===== src/common/pstl_pkg.sv =====
// Shared constants and carriers of the phase-selective trip logic
package pstl_pkg;

  // Register byte offsets
  localparam logic [7:0] OFS_CTRL   = 8'h00;  // Mode and timer clear
  localparam logic [7:0] OFS_PULSE  = 8'h04;  // Minimum pulse, ms
  localparam logic [7:0] OFS_EVOLVE = 8'h08;  // Evolving fault time, ms
  localparam logic [7:0] OFS_STATUS = 8'h0C;  // Live trip outputs
  localparam logic [7:0] OFS_EVENT  = 8'h10;  // Sticky on/off events, write 1 to clear

  // Control field positions
  localparam int CTRL_MODE_LSB = 0;  // Two-bit mode field
  localparam int CTRL_TCLR_BIT = 2;  // Write 1: synchronous timer clear

  // Setting limits and reset values, in ms
  localparam logic [15:0] MS_MIN         = 16'h0032;  // 50 ms
  localparam logic [15:0] MS_MAX         = 16'hEA60;  // 60000 ms
  localparam logic [15:0] PULSE_RST      = 16'h0096;  // 150 ms
  localparam logic [15:0] EVOLVE_RST     = 16'h03E8;  // 1000 ms

  // Time base
  localparam int CLK_PERIOD_NS = 20;         // 50 MHz core clock
  localparam int TICK_TIME_NS  = 1000000;    // 1 ms tick
  localparam int TICK_CYCLES_DEF = TICK_TIME_NS / CLK_PERIOD_NS;

  // Operating modes
  typedef enum logic [1:0] {
    PSTL_MODE_OFF,
    PSTL_MODE_THREE_ONLY,
    PSTL_MODE_SINGLE_OR_THREE
  } pstl_mode_t;

  // Requests from the protection functions
  typedef struct packed {
    logic       block_in;
    logic       single_phase_req;
    logic       three_phase_req;
    logic       force_all_phases;
    logic [2:0] phase_req;  // {phase_c_req, phase_b_req, phase_a_req}
  } pstl_req_t;

  // Event bits: [3:0] on of a,b,c,general; [7:4] off of the same
  typedef struct packed {
    logic [3:0] off_evt;
    logic [3:0] on_evt;
  } pstl_evt_t;

endpackage


===== src/logic/pstl_trip_logic.sv =====
// How it works
// - Hold any trip for minimum pulse time
// - Two faulted phases also trip third phase
// - Force input turns single trips three-phase
// - New phase during evolving time trips all
// - Mode is off, three-only or single/three
// - Off mode asserts no trip outputs
// - Block input holds all trips inactive
// - Three-phase request trips all three phases
// - Per-phase requests map to matching trip outputs
// - General trip follows any issued trip
// - Three-phase output when all phases trip
// - Report on and off trip transitions
//
// Our own choices: register access over APB and the placing of the registers.
`timescale 1ns/1ps
`default_nettype none

module pstl_trip_logic #(
  parameter int TICK_CYCLES = pstl_pkg::TICK_CYCLES_DEF  // Core clocks per ms
) (
  input  wire logic              core_clk,
  input  wire logic              rst_n,
  input  wire pstl_pkg::pstl_req_t req_in,
  input  wire logic              psel,
  input  wire logic              penable,
  input  wire logic              pwrite,
  input  wire logic [7:0]        paddr,
  input  wire logic [31:0]       pwdata,
  output logic [31:0]            prdata,
  output logic                   pready,
  output logic                   pslverr,
  output logic                   phase_a_trip,
  output logic                   phase_b_trip,
  output logic                   phase_c_trip,
  output logic                   any_trip_out,
  output logic                   all_phases_trip_out,
  output pstl_pkg::pstl_evt_t    event_pulse
);
  import pstl_pkg::*;

  pstl_req_t   req_meta;      // First synchroniser stage
  pstl_req_t   req_s;         // Second stage, used by the logic
  pstl_mode_t  mode;          // Operating mode
  logic [15:0] pulse_ms;      // Minimum pulse setting
  logic [15:0] evolve_ms;     // Evolving fault setting
  logic        tclr;          // One-cycle timer clear
  logic [15:0] tick_cnt;      // Divider for the ms tick
  logic        tick;          // One-cycle ms enable
  logic [16:0] pulse_cnt;     // Remaining hold time, ms
  logic [16:0] evolve_cnt;    // Remaining evolving window, ms
  logic [2:0]  trip_q;        // Phase trips {c,b,a}
  logic [2:0]  next_trip;     // Next phase trips
  logic        kill;          // Off mode or blocked
  logic        want_all;      // Three-phase decision
  logic [2:0]  want;          // Requested phases this cycle
  pstl_evt_t   evt_q;         // Sticky event register
  pstl_evt_t   evt_set;       // Events raised this cycle
  logic        acc;           // APB access phase
  logic        setup;         // APB setup phase
  logic [31:0] rd_mux;        // Read value for the setup address
  logic        addr_ok;       // Address is mapped

  // Clamp a written setting into its legal range
  function automatic logic [15:0] clamp_ms(input logic [31:0] v);
    if (v < {16'h0000, MS_MIN}) begin
      return MS_MIN;
    end else if (v > {16'h0000, MS_MAX}) begin
      return MS_MAX;
    end
    return v[15:0];
  endfunction

  // Two-flop synchroniser for the request pins
  always_ff @(posedge core_clk or negedge rst_n) begin
    if (!rst_n) begin
      req_meta <= '0;
      req_s    <= '0;
    end else begin
      req_meta <= req_in;
      req_s    <= req_meta;
    end
  end

  // APB phase decode
  assign setup = psel && !penable;
  assign acc   = psel && penable && pready;

  // Address check and read mux
  always_comb begin
    addr_ok = 1'b1;
    rd_mux  = 32'h0000_0000;
    unique case (paddr)
      OFS_CTRL:   rd_mux = {30'h0000_0000, mode};
      OFS_PULSE:  rd_mux = {16'h0000, pulse_ms};
      OFS_EVOLVE: rd_mux = {16'h0000, evolve_ms};
      OFS_STATUS: rd_mux = {27'h0000_000, all_phases_trip_out, any_trip_out, trip_q};
      OFS_EVENT:  rd_mux = {24'h00_0000, evt_q};
      default:    addr_ok = 1'b0;  // Unmapped address
    endcase
  end

  // Answer one cycle after setup: ready, data and error from flops
  always_ff @(posedge core_clk or negedge rst_n) begin
    if (!rst_n) begin
      pready  <= 1'b0;
      prdata  <= 32'h0000_0000;
      pslverr <= 1'b0;
    end else begin
      pready  <= setup;
      pslverr <= setup && !addr_ok;
      if (setup && !pwrite) begin
        prdata <= addr_ok ? rd_mux : 32'h0000_0000;
      end
    end
  end

  // Settings written at the access edge
  always_ff @(posedge core_clk or negedge rst_n) begin
    if (!rst_n) begin
      mode      <= PSTL_MODE_OFF;
      pulse_ms  <= PULSE_RST;
      evolve_ms <= EVOLVE_RST;
      tclr      <= 1'b0;
    end else begin
      tclr <= 1'b0;
      if (acc && pwrite && !pslverr) begin
        unique case (paddr)
          OFS_CTRL: begin
            // Illegal mode code falls back to off
            if (pwdata[CTRL_MODE_LSB +: 2] == 2'h3) begin
              mode <= PSTL_MODE_OFF;
            end else begin
              mode <= pstl_mode_t'(pwdata[CTRL_MODE_LSB +: 2]);
            end
            tclr <= pwdata[CTRL_TCLR_BIT];
          end
          OFS_PULSE:  pulse_ms  <= clamp_ms(pwdata);
          OFS_EVOLVE: evolve_ms <= clamp_ms(pwdata);
          default: begin
          end
        endcase
      end
    end
  end

  // Millisecond tick divider
  always_ff @(posedge core_clk or negedge rst_n) begin
    if (!rst_n) begin
      tick_cnt <= 16'h0000;
      tick     <= 1'b0;
    end else if (tclr) begin
      tick_cnt <= 16'h0000;
      tick     <= 1'b0;
    end else if (tick_cnt == 16'(TICK_CYCLES - 1)) begin
      tick_cnt <= 16'h0000;
      tick     <= 1'b1;
    end else begin
      tick_cnt <= tick_cnt + 16'h0001;
      tick     <= 1'b0;
    end
  end

  // Trip decision
  always_comb begin
    kill     = req_s.block_in || (mode == PSTL_MODE_OFF);
    want_all = 1'b0;
    if (req_s.three_phase_req) begin
      want_all = 1'b1;
    end
    if ($countones(req_s.phase_req) >= 2) begin
      want_all = 1'b1;
    end
    if (req_s.force_all_phases && (req_s.single_phase_req || |req_s.phase_req)) begin
      want_all = 1'b1;
    end
    if (mode == PSTL_MODE_THREE_ONLY && (req_s.single_phase_req || |req_s.phase_req)) begin
      want_all = 1'b1;
    end
    if (evolve_cnt != 17'h0_0000 && |(req_s.phase_req & ~trip_q)) begin
      want_all = 1'b1;
    end
    want = want_all ? 3'h7 : req_s.phase_req;
    if (kill) begin
      next_trip = 3'h0;
    end else if (pulse_cnt != 17'h0_0000) begin
      next_trip = trip_q | want;
    end else begin
      next_trip = want;
    end
  end

  // Trip state and registered outputs
  always_ff @(posedge core_clk or negedge rst_n) begin
    if (!rst_n) begin
      trip_q              <= 3'h0;
      phase_a_trip        <= 1'b0;
      phase_b_trip        <= 1'b0;
      phase_c_trip        <= 1'b0;
      any_trip_out        <= 1'b0;
      all_phases_trip_out <= 1'b0;
    end else begin
      trip_q              <= next_trip;
      phase_a_trip        <= next_trip[0];
      phase_b_trip        <= next_trip[1];
      phase_c_trip        <= next_trip[2];
      any_trip_out        <= |next_trip;
      all_phases_trip_out <= &next_trip;
    end
  end

  // Minimum pulse counter: reloaded when a phase newly trips
  always_ff @(posedge core_clk or negedge rst_n) begin
    if (!rst_n) begin
      pulse_cnt <= 17'h0_0000;
    end else if (tclr || kill) begin
      pulse_cnt <= 17'h0_0000;
    end else if (|(next_trip & ~trip_q)) begin
      // One extra ms covers the free-running tick phase
      pulse_cnt <= {1'b0, pulse_ms} + 17'h0_0001;
    end else if (tick && pulse_cnt != 17'h0_0000) begin
      pulse_cnt <= pulse_cnt - 17'h0_0001;
    end
  end

  // Evolving fault window opened by a single-phase trip
  always_ff @(posedge core_clk or negedge rst_n) begin
    if (!rst_n) begin
      evolve_cnt <= 17'h0_0000;
    end else if (tclr || kill) begin
      evolve_cnt <= 17'h0_0000;
    end else if (trip_q == 3'h0 && $countones(next_trip) == 1) begin
      evolve_cnt <= {1'b0, evolve_ms} + 17'h0_0001;
    end else if (tick && evolve_cnt != 17'h0_0000) begin
      evolve_cnt <= evolve_cnt - 17'h0_0001;
    end
  end

  // Transition events of phase and general trips
  // One driver for the whole carrier: {off general, off c,b,a, on general, on c,b,a}
  assign evt_set = {~|next_trip & |trip_q, ~next_trip & trip_q,
                    |next_trip & ~|trip_q, next_trip & ~trip_q};

  // Sticky events; a new event wins over a clear
  always_ff @(posedge core_clk or negedge rst_n) begin
    if (!rst_n) begin
      evt_q       <= '0;
      event_pulse <= '0;
    end else begin
      event_pulse <= evt_set;
      if (acc && pwrite && paddr == OFS_EVENT) begin
        evt_q <= (evt_q & ~pstl_evt_t'(pwdata[7:0])) | evt_set;
      end else begin
        evt_q <= evt_q | evt_set;
      end
    end
  end
endmodule

`default_nettype wire


===== config.mk =====
export PLATFORM = sky130hd
export DESIGN_NAME = pstl_trip_logic
export DESIGN_NICKNAME = d
export VERILOG_FILES = /design/src/common/pstl_pkg.sv /design/src/logic/pstl_trip_logic.sv
export SDC_FILE = /design/constraint.sdc
export NUM_CORES = 1
export LEC_CHECK = 0
export ABC_CLOCK_PERIOD_IN_PS = 4700
export BUFFER_PORTS_ARGS = -buffer_cell sky130_fd_sc_hd__clkbuf_2
export CORE_ASPECT_RATIO = 1.2
export CORE_MARGIN = 2
export CORE_UTILIZATION = 30
export DETAILED_ROUTE_END_ITERATION = 7
export GPL_TIMING_DRIVEN = 0
export HOLD_SLACK_MARGIN = 0.02
export SLEW_MARGIN = 0
export SYNTH_ARGS = -nofsm -noshare
export SYNTH_HDL_FRONTEND = slang
export SYNTH_SLANG_ARGS = --single-unit

===== constraint.sdc =====
create_clock -name core_clk -period 4.7 [get_ports core_clk]
set_clock_uncertainty 0.2 [all_clocks]
set_input_delay 0.47 -clock core_clk [delete_from_list [all_inputs] [get_ports core_clk]]
set_output_delay 0.47 -clock core_clk [all_outputs]
set_load 0.1 [all_outputs]

==> reports/metrics.cfg <==
[run_status]
status = finished clean

[synthesis]
synth-seq-cells = 139
yosys_warnings = 0
syn_inst = 729
synth_cell_types = 66
seq_area_frac_synth = 0.489
synth_top_area_frac = 0.452
synth_flop_cell = dfrtp_1
synth_most_common_cell = dfrtp_1
syn_area_per_cell_um2 = 9.80
synth_edf_count = 0
syn_area_um2 = 7140
yosys-top-cells-area = dfrtp_1, xnor2_1, xor2_1
async_reset_ff_frac = 1.00
synth.largest_area_cell = dfrtp_1
ys_top_cells_by_count = dfrtp_1, nand2_1, nor2_1

[global_route]
grt_max_degree = 91
overflow = 0
grt_pass1_wl_um = 32300
grt_antenna_before_repair = 0
track_usage = 0.164
grt_pass1_vias = 5989

[timing]
worstMarginPinSlew_ns = 0.914
finalMaxSlewViolations = 0
fin_tns_setup_ns = 0
fmaxAchievable_mhz = 232
grt_setup_unrepaired = false
period_share = 0.918
slew_headroom = 0.385
setup_viol = 0
period_needed_ns = 4.31
fin_hold_ws_ns = 0.0498
hold_violations = 0

[clock_tree]
path_clk_slew_ns = 0.06
clock_sinks = 139
cts.path.max_buffers = 2
ctsHtreeMaxLevel = 4
cts_made_buffers = 17
clk_latency_ns = 0.42
root_buffer = clkbuf_16
cts_tree = done

[placed_design]
place_hpwl_um = 14300
io_buffers = 82
place.gp.congestion = 0.840
place_inst = 1142

[critical_path]
rr_worst_depth = 10
worstReg2RegEnd = evolve_cnt[8]$_DFFE_PN0P_
endpoint_kind = flop
path_cells = or4_1 > nor3_2 > nand2_1 > a2111oi_4 > nor2_1 > fa_1 > nand3b_1 > clkbuf_1 > clkbuf_1 > a31oi_1
cp.arrival_ns = 4.39
path_max_fanout = 10
startpoint = pulse_cnt[10]$_DFFE_PN0P_
crit_top_cell = clkbuf_1
critPathKind = reg2reg
cpPeakStageDelay_ns = 0.63
crit_family = simple AND/OR/NAND/NOR gates
crit_required_ns = 4.78
crit_buf_inv = 2
cp_slowest_cell = or4_1
r2r_slack_ns = 0.39
r2r_start = pulse_cnt[10]$_DFFE_PN0P_
critPathLaunchType = flop

[pwr]
vdd_drop_max_uv = 225
leakagePower_uw = 0.00391
seqPwrFrac = 0.452
switchingPower_uw = 705
clkPwrFrac = 0.476
p_total_uw = 2780
switching_share = 0.254
power.internal_uw = 2070
p_comb_frac = 0.073
power_density_nw_per_um2 = 319

[floorplanning]
die_h_um = 173
start_util = 0.307
fp.dieW_um = 145
ioPinCount = 99
fp-row-count = 61
core-area_um2 = 23300
die_area_um2 = 25100

[route]
highest_layer = met4
post_drt_wl_per_cell_um = 16.3
drc_errors = 0
routed_wl_um = 19200
drt_pass1_iterations = 7
ant_nets = 0
vias = 5973
route.met2.wl_um = 9590
routedLengthMet1_um = 8440
drtIter0Drc = 505
viasPerCell = 5.04
wl_met3_um = 889

[min_path]
whs_path_depth = 2
min_to = pready$_DFF_PN0_
hp-start = penable
worst_hold_path_type = in2reg

[layout]
fin_cells = 1184
area_growth_syn_to_layout_pct = 22.0
drive_above_1_share = 0.184
antenna_cells = 0
nets = 917

[run]
max_cap_violations = 0

-- kinds of logic (layout without fill, tap and decap cells) --
logic type / after synthesis / after routing / share of synthesized area
AO/OA/AOI/OAI: 170 / 170 / 0.171
XOR/XNOR: 65 / 65 / 0.0797
adder cells (fa/ha/maj): 9 / 9 / 0.0168
buffers and inverters: 64 / 189 / 0.0424
flip-flops: 139 / 139 / 0.489
multiplexers: 6 / 6 / 0.00876
other: 1 / 16 / 0.000525
AND/OR/NAND/NOR: 275 / 275 / 0.193
-- through the flow --
stage	instance area [um2]	util	worst slack, ns
2_1_floorplan	7200	-	0.566
3_3_place_gp	8010	0.344	0.194
3_5_place_dp	8040	0.345	0.193
4_1_cts	8700	0.374	0.135
5_1_grt	8720	0.375	0.0321
6_report	8720	0.375	0.385
-- cell usage in the layout (no fill, tap or decap), types with 12 or more instances in the layout --
| cell | n |
|---|---|
| dfrtp_1 | 129 |
| clkbuf_2 | 81 |
| nand2_1 | 73 |
| nor2_1 | 68 |
| o21ai_0 | 42 |
| a21oi_1 | 33 |
| xnor2_1 | 33 |
| xor2_1 | 32 |
| clkbuf_1 | 26 |
| nand3_1 | 24 |
| inv_1 | 20 |
| nor3_1 | 19 |
| buf_4 | 18 |
| clkbuf_16 | 17 |
| conb_1 | 16 |
| nor4_1 | 15 |
| a22o_1 | 15 |
| nand4_1 | 13 |
| and3_1 | 12 |
-- area by class of cell --
type / instances / area (um2)
Clock buffer: 20 / 437
Timing Repair Buffer: 93 / 542
Buffer: 43 / 224
Clock inverter: 12 / 139
Fill cell: 2329 / 14600
Multi-Input combinational cell: 541 / 3410
Inverter: 21 / 78.8
Sequential cell: 139 / 3490
Tap cell: 315 / 394
-- power groups by stage --
stage	clock (uW)	sequential, uW	combinational (uW)
floorplan	0	1280	115
global placement	0	1280	191
detailed placement	0	1280	197
CTS	1350	1260	203
global route	1400	1260	221
finish	1320	1260	202
-- what timing repair did --
item                                    CTS  global route
hold buffers                              8             0
gates resized for setup                   0             1
setup buffers                             0             2
endpoints found under the hold margin    56             0
endpoints found under the setup margin    0            10
-- worst max path at each step --
stage | slack [ns] | endpoint | cells after the start
after floorplan | 0.57 | evolve_cnt[8]$_DFFE_PN0P_ | 10
after global placement | 0.19 | evolve_cnt[16]$_DFFE_PN0P_ | 10
after detailed placement | 0.19 | evolve_cnt[8]$_DFFE_PN0P_ | 10
after CTS | 0.13 | evolve_cnt[6]$_DFFE_PN0P_ | 10
after global routing | 0.03 | evolve_cnt[8]$_DFFE_PN0P_ | 10
final | 0.39 | evolve_cnt[8]$_DFFE_PN0P_ | 10
-- flip-flops by register name, summed over array words and instances (netlist names) --
name	flops
pulse_ms	16
event_pulse	8
phase_c_trip	1
mode	2
evt_q	8
evolve_cnt	17
pslverr	1
evolve_ms	16
all_phases_trip_out	1
req_meta	7
tick_cnt	16
tclr	1
any_trip_out	1
pready	1
req_s	7
prdata	16
pulse_cnt	17
tick	1
trip_q	2
-- routing by layer --
metal,up-vias,GRT usage
met4,0,0.0562
met3,25,0.0296
met1,2911,0.223
li1,2864,-
met2,173,0.261
met5,-,0
Power figures use the tool's default switching activity.
